File: config.mk
export PLATFORM = sky130hd
export DESIGN_NAME = mis_irq_top
export DESIGN_NICKNAME = d
export VERILOG_FILES = /design/src/mis_pkg.sv /design/src/mis_irq_top.sv
export SDC_FILE = /design/constraint.sdc
export NUM_CORES = 1
export LEC_CHECK = 0
export BUFFER_PORTS_ARGS = -buffer_cell sky130_fd_sc_hd__buf_2
export CELL_PAD_IN_SITES_DETAIL_PLACEMENT = 1
export CELL_PAD_IN_SITES_GLOBAL_PLACEMENT = 1
export CORE_MARGIN = 5
export CORE_UTILIZATION = 34
export DETAILED_ROUTE_END_ITERATION = 12
export PLACE_DENSITY = 0.79
export SLEW_MARGIN = 25
export SYNTH_ARGS = -nofsm -noshare
export SYNTH_HDL_FRONTEND = slang
export SYNTH_SLANG_ARGS = --single-unit
File: constraint.sdc
create_clock -name pclk -period 1.65 [get_ports pclk]
set_clock_uncertainty 0.05 [all_clocks]
set_input_delay 0.2475 -clock pclk [delete_from_list [all_inputs] [get_ports pclk]]
set_output_delay 0.2475 -clock pclk [all_outputs]
set_load 0.005 [all_outputs]
File: src/mis_pkg.sv
// Purpose: constants for the interrupt source block (register indexes, fields, vectors)
// Assumes: APB byte address = 4 * register index; 8-bit registers in bits 7:0
// Notes: Notes on behaviour below
// Notes on behaviour
// - each aux pin has a read-only level bit: one high, zero low
// - aux flag sets on selected condition; software clears it by writing one
// - main pin select bit 5 of 0x27: one edge only, zero level and edge
// - bits 6 and 7 of 0x27 give the same choice for aux pins
// - three timer flags in top bits of 0x13 share one timer request
// - wrap flag sets on counter wrap; cleared by status read then counter-low read
// - compare flag sets on match; cleared by status read then compare-low access
// - capture flag sets on capture edge; cleared by status read then capture-low access
// - reset leaves the three timer flags untouched
// - each timer flag has an enable in 0x12; reset clears them all
// - requests reach the cpu only while mask clear; acceptance sets the mask
// - calendar request when any enabled day, alarm or second flag is set
// - day event when hours roll from twenty-three to zero
// - with second enable set, one interrupt every calendar second
// - alarm event when hour and minute alarms both equal the time
// - calendar request vectors through 0x3ff2/0x3ff3
// - alarm flag re-asserts while both equalities hold; software changes alarm
// - serial request when any status flag set and enable set; shares the aux2 vector 0x3ff4
// - serial flag clears after status access then data or control access
// - aux enables in 0x25 allow or block each aux request; reset zero
package mis_pkg;
    localparam int IDXW = 6;
    // register indexes, byte address is four times these
    localparam logic [IDXW-1:0] IDX_TMR_CTRL = 6'h12;
    localparam logic [IDXW-1:0] IDX_TMR_FLAGS = 6'h13;
    localparam logic [IDXW-1:0] IDX_CAP_LO = 6'h15;
    localparam logic [IDXW-1:0] IDX_CMP_LO = 6'h17;
    localparam logic [IDXW-1:0] IDX_CNT_LO = 6'h19;
    localparam logic [IDXW-1:0] IDX_RTC_FLAGS = 6'h1c;
    localparam logic [IDXW-1:0] IDX_RTC_CTRL = 6'h1d;
    localparam logic [IDXW-1:0] IDX_EXT_CTRL = 6'h25;
    localparam logic [IDXW-1:0] IDX_EXT_STAT = 6'h26;
    localparam logic [IDXW-1:0] IDX_MISC = 6'h27;
    localparam logic [IDXW-1:0] IDX_SPI_CTRL = 6'h2a;
    localparam logic [IDXW-1:0] IDX_SPI_STAT = 6'h2b;
    localparam logic [IDXW-1:0] IDX_SPI_DATA = 6'h2c;
    localparam logic [IDXW-1:0] IDX_ALM_HOUR = 6'h30;
    localparam logic [IDXW-1:0] IDX_ALM_MIN = 6'h31;
    // field positions: three-bit groups sit at bits 7:5 or 2:0
    localparam int HI3_LSB = 5;
    localparam int RTC_LSB = 0;
    localparam int EXT_FLAG_LSB = 6;
    localparam int EXT_LVL_LSB = 0;
    localparam int MISC_MAIN_BIT = 5;
    localparam int MISC_AUX1_BIT = 6;
    localparam int MISC_AUX2_BIT = 7;
    localparam int SPI_EN_BIT = 7;
    // reset values
    localparam logic [2:0] RST_EN3 = 3'h0;
    localparam logic [1:0] RST_EXT_EN = 2'h0;
    localparam logic [2:0] RST_MISC = 3'h0;
    localparam logic [4:0] RST_ALM_HOUR = 5'h00;
    localparam logic [5:0] RST_ALM_MIN = 6'h00;
    localparam logic [2:0] RST_PINS = 3'h7;
    localparam logic RST_MASK = 1'b1;
    // calendar
    localparam logic [4:0] HOUR_LAST = 5'h17;
    localparam logic [4:0] HOUR_FIRST = 5'h00;
    // service vectors
    localparam logic [15:0] VEC_MAIN = 16'h3ffa;
    localparam logic [15:0] VEC_AUX1 = 16'h3ff8;
    localparam logic [15:0] VEC_TMR = 16'h3ff6;
    localparam logic [15:0] VEC_AUX2_SPI = 16'h3ff4;
    localparam logic [15:0] VEC_RTC = 16'h3ff2;
    localparam logic [15:0] VEC_NONE = 16'h0000;
endpackage : mis_pkg

File: src/mis_irq_top.sv
// Purpose: pin sensing, event flags and request/vector logic for the cpu
// Assumes: timer, calendar and serial events are one-cycle pulses on pclk
// Notes: all state frozen while ce is low; timer flags have no reset
`timescale 1ns/100ps
`default_nettype none
module mis_irq_top (
    // clock, reset, freeze
    input wire logic pclk,
    input wire logic presetn,
    input wire logic ce,
    // apb slave
    input wire logic psel,
    input wire logic penable,
    input wire logic pwrite,
    input wire logic [7:0] paddr,
    input wire logic [31:0] pwdata,
    output logic [31:0] prdata,
    output logic pready,
    output logic pslverr,
    // external pins, asynchronous
    input wire logic main_irq_pin_n,
    input wire logic aux1_ext_pin,
    input wire logic aux2_ext_pin,
    // timer events and low bytes
    input wire logic counter_wrap_evt,
    input wire logic compare_match_evt,
    input wire logic capture_edge_evt,
    input wire logic [7:0] counter_lo_byte,
    input wire logic [7:0] compare_lo_byte,
    input wire logic [7:0] capture_lo_byte,
    // calendar
    input wire logic [4:0] rtc_hours,
    input wire logic [5:0] rtc_minutes,
    input wire logic second_tick,
    // serial peripheral
    input wire logic spi_xfer_done_evt,
    input wire logic spi_collision_evt,
    input wire logic spi_mode_fault_evt,
    input wire logic [7:0] spi_rx_byte,
    // cpu core
    input wire logic cpu_accept,
    input wire logic cpu_mask_release,
    output logic cpu_irq,
    output logic [15:0] cpu_vector,
    output logic cpu_mask
);
    import mis_pkg::*;

    // flag update: a set in the same cycle as a clear wins
    function automatic logic [2:0] flag_next(input logic [2:0] flag, input logic [2:0] set,
                                             input logic [2:0] clr);
        flag_next = (flag & ~clr) | set;
    endfunction : flag_next

    // edge-only or level-and-falling-edge sensing
    function automatic logic sense(input logic edge_only, input logic fall, input logic low);
        sense = fall | (~edge_only & low);
    endfunction : sense

    logic [2:0] pin_s1_reg, pin_s2_reg, pin_d_reg;
    logic [2:0] fall, low;
    logic pready_reg, pslverr_reg;
    logic [31:0] prdata_reg;
    logic [IDXW-1:0] idx;
    logic hit;
    logic [7:0] rd_byte;
    logic acc_done, rd_done, wr_done;
    logic [2:0] tmr_flag_reg, tmr_arm_reg, tmr_en_reg, tmr_clr;
    logic [1:0] ext_flag_reg, ext_en_reg, ext_set, ext_clr;
    logic [2:0] misc_reg;
    logic main_latch_reg;
    logic [2:0] rtc_flag_reg, rtc_en_reg, rtc_set;
    logic [4:0] hours_prev_reg, alm_hour_reg;
    logic [5:0] alm_min_reg;
    logic alarm_match, day_evt;
    logic [2:0] spi_flag_reg, spi_arm_reg, spi_clr;
    logic spi_en_reg;
    logic main_req, aux1_req, aux2_req, tmr_req, rtc_req, spi_req, any_req;
    logic [15:0] vec_sel;
    logic cpu_irq_reg, cpu_mask_reg;
    logic [15:0] cpu_vector_reg;

    assign prdata = prdata_reg;
    assign pready = pready_reg;
    assign pslverr = pslverr_reg;
    assign cpu_irq = cpu_irq_reg;
    assign cpu_vector = cpu_vector_reg;
    assign cpu_mask = cpu_mask_reg;

    // pin synchronisers; bit 0 main, 1 aux1, 2 aux2
    always_ff @(posedge pclk or negedge presetn) begin
        if (!presetn) begin
            pin_s1_reg <= RST_PINS;
            pin_s2_reg <= RST_PINS;
            pin_d_reg <= RST_PINS;
        end else if (ce) begin
            pin_s1_reg <= {aux2_ext_pin, aux1_ext_pin, main_irq_pin_n};
            pin_s2_reg <= pin_s1_reg;
            pin_d_reg <= pin_s2_reg;
        end
    end
    assign fall = pin_d_reg & ~pin_s2_reg;
    assign low = ~pin_s2_reg;

    // apb decode
    assign idx = paddr[IDXW+1:2];
    assign acc_done = ce & psel & penable & pready_reg;
    assign rd_done = acc_done & ~pwrite & ~pslverr_reg;
    assign wr_done = acc_done & pwrite & ~pslverr_reg;

    always_comb begin
        hit = (paddr[1:0] == 2'h0);
        rd_byte = 8'h00;
        if (idx == IDX_TMR_CTRL) begin
            rd_byte[HI3_LSB +: 3] = tmr_en_reg;
        end else if (idx == IDX_TMR_FLAGS) begin
            rd_byte[HI3_LSB +: 3] = tmr_flag_reg;
        end else if (idx == IDX_CAP_LO) begin
            rd_byte = capture_lo_byte;
        end else if (idx == IDX_CMP_LO) begin
            rd_byte = compare_lo_byte;
        end else if (idx == IDX_CNT_LO) begin
            rd_byte = counter_lo_byte;
        end else if (idx == IDX_RTC_FLAGS) begin
            rd_byte[RTC_LSB +: 3] = rtc_flag_reg;
        end else if (idx == IDX_RTC_CTRL) begin
            rd_byte[RTC_LSB +: 3] = rtc_en_reg;
        end else if (idx == IDX_EXT_CTRL) begin
            rd_byte[EXT_FLAG_LSB +: 2] = ext_en_reg;
        end else if (idx == IDX_EXT_STAT) begin
            rd_byte[EXT_FLAG_LSB +: 2] = ext_flag_reg;
            rd_byte[EXT_LVL_LSB +: 2] = pin_s2_reg[2:1];
        end else if (idx == IDX_MISC) begin
            rd_byte[HI3_LSB +: 3] = misc_reg;
        end else if (idx == IDX_SPI_CTRL) begin
            rd_byte[SPI_EN_BIT] = spi_en_reg;
        end else if (idx == IDX_SPI_STAT) begin
            rd_byte[HI3_LSB +: 3] = spi_flag_reg;
        end else if (idx == IDX_SPI_DATA) begin
            rd_byte = spi_rx_byte;
        end else if (idx == IDX_ALM_HOUR) begin
            rd_byte = {3'h0, alm_hour_reg};
        end else if (idx == IDX_ALM_MIN) begin
            rd_byte = {2'h0, alm_min_reg};
        end else begin
            hit = 1'b0;
        end
    end

    // answer is prepared in the setup cycle so every bus output is a flop
    always_ff @(posedge pclk or negedge presetn) begin
        if (!presetn) begin
            pready_reg <= 1'b0;
            pslverr_reg <= 1'b0;
            prdata_reg <= 32'h0;
        end else if (ce) begin
            pready_reg <= psel & ~penable;
            if (psel && !penable) begin
                pslverr_reg <= ~hit;
                prdata_reg <= {24'h0, rd_byte};
            end
        end
    end

    // control registers
    always_ff @(posedge pclk or negedge presetn) begin
        if (!presetn) begin
            tmr_en_reg <= RST_EN3;
            rtc_en_reg <= RST_EN3;
            ext_en_reg <= RST_EXT_EN;
            misc_reg <= RST_MISC;
            spi_en_reg <= 1'b0;
            alm_hour_reg <= RST_ALM_HOUR;
            alm_min_reg <= RST_ALM_MIN;
        end else if (wr_done) begin
            if (idx == IDX_TMR_CTRL) begin
                tmr_en_reg <= pwdata[HI3_LSB +: 3];
            end else if (idx == IDX_RTC_CTRL) begin
                rtc_en_reg <= pwdata[RTC_LSB +: 3];
            end else if (idx == IDX_EXT_CTRL) begin
                ext_en_reg <= pwdata[EXT_FLAG_LSB +: 2];
            end else if (idx == IDX_MISC) begin
                misc_reg <= pwdata[HI3_LSB +: 3];
            end else if (idx == IDX_SPI_CTRL) begin
                spi_en_reg <= pwdata[SPI_EN_BIT];
            end else if (idx == IDX_ALM_HOUR) begin
                alm_hour_reg <= pwdata[4:0];
            end else if (idx == IDX_ALM_MIN) begin
                alm_min_reg <= pwdata[5:0];
            end
        end
    end

    // aux pins: flag per selected condition, write one to clear
    assign ext_set[0] = sense(misc_reg[MISC_AUX1_BIT-HI3_LSB], fall[1], low[1]);
    assign ext_set[1] = sense(misc_reg[MISC_AUX2_BIT-HI3_LSB], fall[2], low[2]);
    assign ext_clr = (wr_done && idx == IDX_EXT_STAT) ? pwdata[EXT_FLAG_LSB +: 2] : 2'h0;
    always_ff @(posedge pclk or negedge presetn) begin
        if (!presetn) begin
            ext_flag_reg <= 2'h0;
        end else if (ce) begin
            ext_flag_reg <= (ext_flag_reg & ~ext_clr) | ext_set;
        end
    end

    // main pin: hidden latch, dropped when its vector is accepted
    always_ff @(posedge pclk or negedge presetn) begin
        if (!presetn) begin
            main_latch_reg <= 1'b0;
        end else if (ce) begin
            if (fall[0]) begin
                main_latch_reg <= 1'b1;
            end else if (cpu_accept && cpu_irq_reg && cpu_vector_reg == VEC_MAIN) begin
                main_latch_reg <= 1'b0;
            end
        end
    end
    assign main_req = main_latch_reg | (~misc_reg[MISC_MAIN_BIT-HI3_LSB] & low[0]);

    // timer flags {capture, compare, wrap}; reset leaves them alone
    assign tmr_clr = tmr_arm_reg & {acc_done && !pslverr_reg && idx == IDX_CAP_LO,
                                    acc_done && !pslverr_reg && idx == IDX_CMP_LO,
                                    rd_done && idx == IDX_CNT_LO};
    always_ff @(posedge pclk) begin
        if (ce) begin
            tmr_flag_reg <= flag_next(tmr_flag_reg,
                {capture_edge_evt, compare_match_evt, counter_wrap_evt}, tmr_clr);
        end
    end
    always_ff @(posedge pclk or negedge presetn) begin
        if (!presetn) begin
            tmr_arm_reg <= 3'h0;
        end else if (ce) begin
            if (rd_done && idx == IDX_TMR_FLAGS) begin
                tmr_arm_reg <= tmr_flag_reg;
            end else begin
                tmr_arm_reg <= tmr_arm_reg & ~tmr_clr;
            end
        end
    end

    // calendar flags {second, alarm, day}, write one to clear
    assign day_evt = (hours_prev_reg == HOUR_LAST) && (rtc_hours == HOUR_FIRST);
    assign alarm_match = (rtc_hours == alm_hour_reg) && (rtc_minutes == alm_min_reg);
    assign rtc_set = {second_tick, alarm_match, day_evt};
    always_ff @(posedge pclk or negedge presetn) begin
        if (!presetn) begin
            hours_prev_reg <= HOUR_FIRST;
            rtc_flag_reg <= 3'h0;
        end else if (ce) begin
            hours_prev_reg <= rtc_hours;
            rtc_flag_reg <= flag_next(rtc_flag_reg, rtc_set,
                (wr_done && idx == IDX_RTC_FLAGS) ? pwdata[RTC_LSB +: 3] : 3'h0);
        end
    end

    // serial flags {mode fault, collision, done}
    assign spi_clr = spi_arm_reg & {3{acc_done && !pslverr_reg &&
                     (idx == IDX_SPI_CTRL || idx == IDX_SPI_DATA)}};
    always_ff @(posedge pclk or negedge presetn) begin
        if (!presetn) begin
            spi_flag_reg <= 3'h0;
            spi_arm_reg <= 3'h0;
        end else if (ce) begin
            spi_flag_reg <= flag_next(spi_flag_reg,
                {spi_mode_fault_evt, spi_collision_evt, spi_xfer_done_evt}, spi_clr);
            if (acc_done && !pslverr_reg && idx == IDX_SPI_STAT) begin
                spi_arm_reg <= spi_flag_reg;
            end else begin
                spi_arm_reg <= spi_arm_reg & ~spi_clr;
            end
        end
    end

    // requests and vector priority; aux2 and serial share a vector
    assign aux1_req = ext_flag_reg[0] & ext_en_reg[0];
    assign aux2_req = ext_flag_reg[1] & ext_en_reg[1];
    assign tmr_req = |(tmr_flag_reg & tmr_en_reg);
    assign rtc_req = |(rtc_flag_reg & rtc_en_reg);
    assign spi_req = (|spi_flag_reg) & spi_en_reg;
    assign any_req = main_req | aux1_req | tmr_req | aux2_req | spi_req | rtc_req;

    always_comb begin
        vec_sel = VEC_NONE;
        if (main_req) begin
            vec_sel = VEC_MAIN;
        end else if (aux1_req) begin
            vec_sel = VEC_AUX1;
        end else if (tmr_req) begin
            vec_sel = VEC_TMR;
        end else if (aux2_req || spi_req) begin
            vec_sel = VEC_AUX2_SPI;
        end else if (rtc_req) begin
            vec_sel = VEC_RTC;
        end
    end

    // cpu side: acceptance sets the mask, release comes from the stacked state
    always_ff @(posedge pclk or negedge presetn) begin
        if (!presetn) begin
            cpu_mask_reg <= RST_MASK;
            cpu_irq_reg <= 1'b0;
            cpu_vector_reg <= VEC_NONE;
        end else if (ce) begin
            if (cpu_accept && cpu_irq_reg) begin
                cpu_mask_reg <= 1'b1;
            end else if (cpu_mask_release) begin
                cpu_mask_reg <= 1'b0;
            end
            cpu_irq_reg <= any_req & ~cpu_mask_reg & ~(cpu_accept & cpu_irq_reg);
            cpu_vector_reg <= vec_sel;
        end
    end
endmodule : mis_irq_top
`default_nettype wire

==> results.cfg <==
[placement]
port_buffers = 101
routabilityCongestion = 0.907
dpl.hpwl_microns = 11600
place_ws_ns = -0.346

[pwr]
powerDensity_nw_per_um2 = 815
ir_drop_uv = 386
power_mw = 4.72
leakage_nw = 2.63

[worst_setup_path]
end_kind = flop
cp-start-kind = flop
required_ns = 1.82
arrival_ns = 1.98
crit_type = flop to flop
crit_fanout = 5

[cells_and_area]
area_growth_pct = 37.4
largest_reg_flops = 8
final_util_pct = 48.0
nFillCells = 1377
drive_gt1_share_pct = 46.8
n_antenna_cell = 0
final_nets = 686

[run_status]
failed_checks = negative setup slack
status = complete, but fails checks

[clock_tree]
clockBufferDepth = 2
numCtsBuffers = 9
clock_sinks = 71
path_clk_slew_ns = 0.06
clk_latency_ns = 0.33
cts_tree = done
htreeDepth = 3
cts-root-buf = clkbuf_16

[yosys]
ys_seq_area_share_pct = 42.8
netlist_instances = 415
ys_top_cells_by_area = dfrtp_1 (34%), mux2_2 (8.5%), buf_4 (6.8%)
synthDistinctLibCells = 56
yosysTopAreaCell = dfrtp_1
synth_edf_count = 3
async_flop_share_pct = 95.8
avgSynthCellArea_sq_um = 10.2
synth-main-ff-cell = dfrtp_1
yosysWarningCount = 0
mappedNetlistArea_sq_um = 4220
synth_top_area_share_pct = 34.4
ys_ff_latch = 71

[global_routing]
grt-ovfl-total = 0
antenna_found_initial = 1
grt_pass1_wl_microns = 23900
grt_usage_pct = 20.8
grt_pass1_vias = 4398
grt_start_max_net_pins = 69

[sta]
post-route-min-period_ns = 1.81
report.final.setup_viol = 19
final_max_slew_viol_count = 0
rsz0062_at_grt = yes
finalWorstSetupSlack_ns = -0.156
timing.fmax_ghz = 0.554
hold_violations = 0
fin_crit_sh_pct = 109

[route]
drt-wirelength-per-cell_microns = 20.5
routed_wl_microns = 15600
drt_iter0_drc = 277
drc_errors = 0
vias_per_cell = 5.32
drtAntennaViolNets = 0
dr.pass1.iters = 5
vias = 4032

[die]
die_area_sq_um = 14700
pin_count = 153
initial_utilization_pct = 34.9
core_region_area_sq_um = 12100
die_w_microns = 121
die_h_microns = 121
row_count = 40

[run]
cap_violations = 0

[hold_path]
hold_class = input port to flop
cells in the final DEF (no fill, tap or decap), types with 8 or more instances in the layout:
| cell | Yosys | layout |
|---|---|---|
| dfrtp_1 | 58 | 58 |
| buf_4 | 38 | 79 |
| a22o_1 | 8 | 8 |
| conb_1 | 1 | 27 |
| dfstp_2 | 10 | 10 |
| a21oi_1 | 18 | 18 |
| a32o_1 | 9 | 9 |
| nor2_1 | 23 | 18 |
| o21ai_0 | 22 | 22 |
| xnor2_1 | 11 | 11 |
| nand3_1 | 14 | 10 |
| mux2_4 | 5 | 13 |
| buf_2 | 6 | 101 |
| nand4_1 | 11 | 11 |
| inv_1 | 8 | 8 |
| clkbuf_16 | 0 | 9 |
| nand2_1 | 30 | 28 |
| o22ai_1 | 8 | 8 |
| mux2_2 | 32 | 24 |
report_power, final:
| group | switching, mW | internal [mW] |
|---|---|---|
| clock | 0.725 | 1.21 |
| combinational | 0.419 | 0.382 |
| sequential | 0.0911 | 1.90 |
per-stage QoR:
| step | instances | hold WS, ns | TNS (ns) | area, sq um |
|---|---|---|---|---|
| after detailed placement | 732 | 0.252 | -8.46 | 5290 |
| after floorplan | 441 | -0.0981 | -0.654 | 4340 |
| final | 758 | 0.0941 | -1.57 | 5790 |
| after CTS | 756 | 0.0873 | -0.918 | 5710 |
| after global routing | 758 | 0.105 | -2.43 | 5790 |
| after global placement | 732 | 0.244 | -6.08 | 5290 |
what timing repair did:
action	4_1_cts	5_1_grt
pin swaps	6	7
endpoints found under the hold margin	58	0
setup buffers	7	2
endpoints found under the setup margin	24	37
hold buffers	1	0
resized for setup	17	16
worst max-delay path, cell delays in order (launching register included):
cell and delay, ns:
dfrtp_1 0.41, nor3_4 0.22, buf_6 0.13, nand3_4 0.11, or3_4 0.45, mux2_4 0.33
area by class of cell:
type	count	area [sq um]	area share, %
inverter	8	30.0	0.518
clock inverter	3	42.5	0.734
sequential	71	1800	31.1
clock buffer	13	250	4.32
timing repair buffer	187	1210	20.8
multi-input combinational	308	2250	38.8
tap	168	210	3.63
synthesized netlist by cell type, types with 4 or more instances:
master / instances
buf_4: 38
a22oi_1: 6
nand3_1: 14
dfstp_2: 10
mux2_4: 5
buf_2: 6
nand2_1: 30
or3_1: 5
nor2_1: 23
mux2i_1: 5
o31ai_1: 4
a222oi_1: 4
nor3_1: 8
o22ai_1: 8
mux2_2: 32
nand2b_1: 10
inv_1: 8
a21oi_1: 18
a32o_1: 9
xnor2_1: 11
clkbuf_1: 8
o21ai_0: 22
nor2b_1: 4
nand4_1: 11
dfrtp_1: 58
a22o_1: 8
and3_1: 5
logic make-up (layout without fill, tap and decap cells):
group	after synthesis	count (layout)	synth area share (%)
AND/OR/NAND/NOR	126	126	17.1
AO/OA/AOI/OAI	102	102	16.8
flip-flops	71	71	42.8
buffers and inverters	62	211	9.44
multiplexers	42	42	11.5
XOR/XNOR	11	11	2.29
other	1	27	0.0890
final timing paths:
| check | slack, ns | startpoint | to | cells past startpoint |
|---|---|---|---|---|
| worst max-delay path | -0.16 | pslverr$_DFFE_PN0P_ | alm_hour_reg[4]$_DFFE_PN0P_ | 5 |
| worst min-delay path | 0.09 | cpu_mask_release | cpu_mask$_DFFE_PN1P_ | 4 |
| worst max register to register | -0.16 | pslverr$_DFFE_PN0P_ | alm_hour_reg[4]$_DFFE_PN0P_ | 5 |
| worst min register to register | 0.43 | cpu_mask$_DFFE_PN1P_ | cpu_mask$_DFFE_PN1P_ | 2 |
| max in group asynchronous | 0.79 | presetn | cpu_mask$_DFFE_PN1P_ | 3 |
| min in group asynchronous | 0.42 | presetn | alm_min_reg[3]$_DFFE_PN0P_ | 3 |
per-layer routing:
| metal | vias to the layer above | wire (microns) | global-route usage (%) |
|---|---|---|---|
| met5 | - | 13 | 0 |
| met4 | 2 | 576 | 8.82 |
| met3 | 43 | 1030 | 5.41 |
| met2 | 167 | 7880 | 36.0 |
| met1 | 1992 | 6060 | 24.1 |
| li1 | 1828 | - | - |
Note: power is estimated with default switching activity, not from simulation.
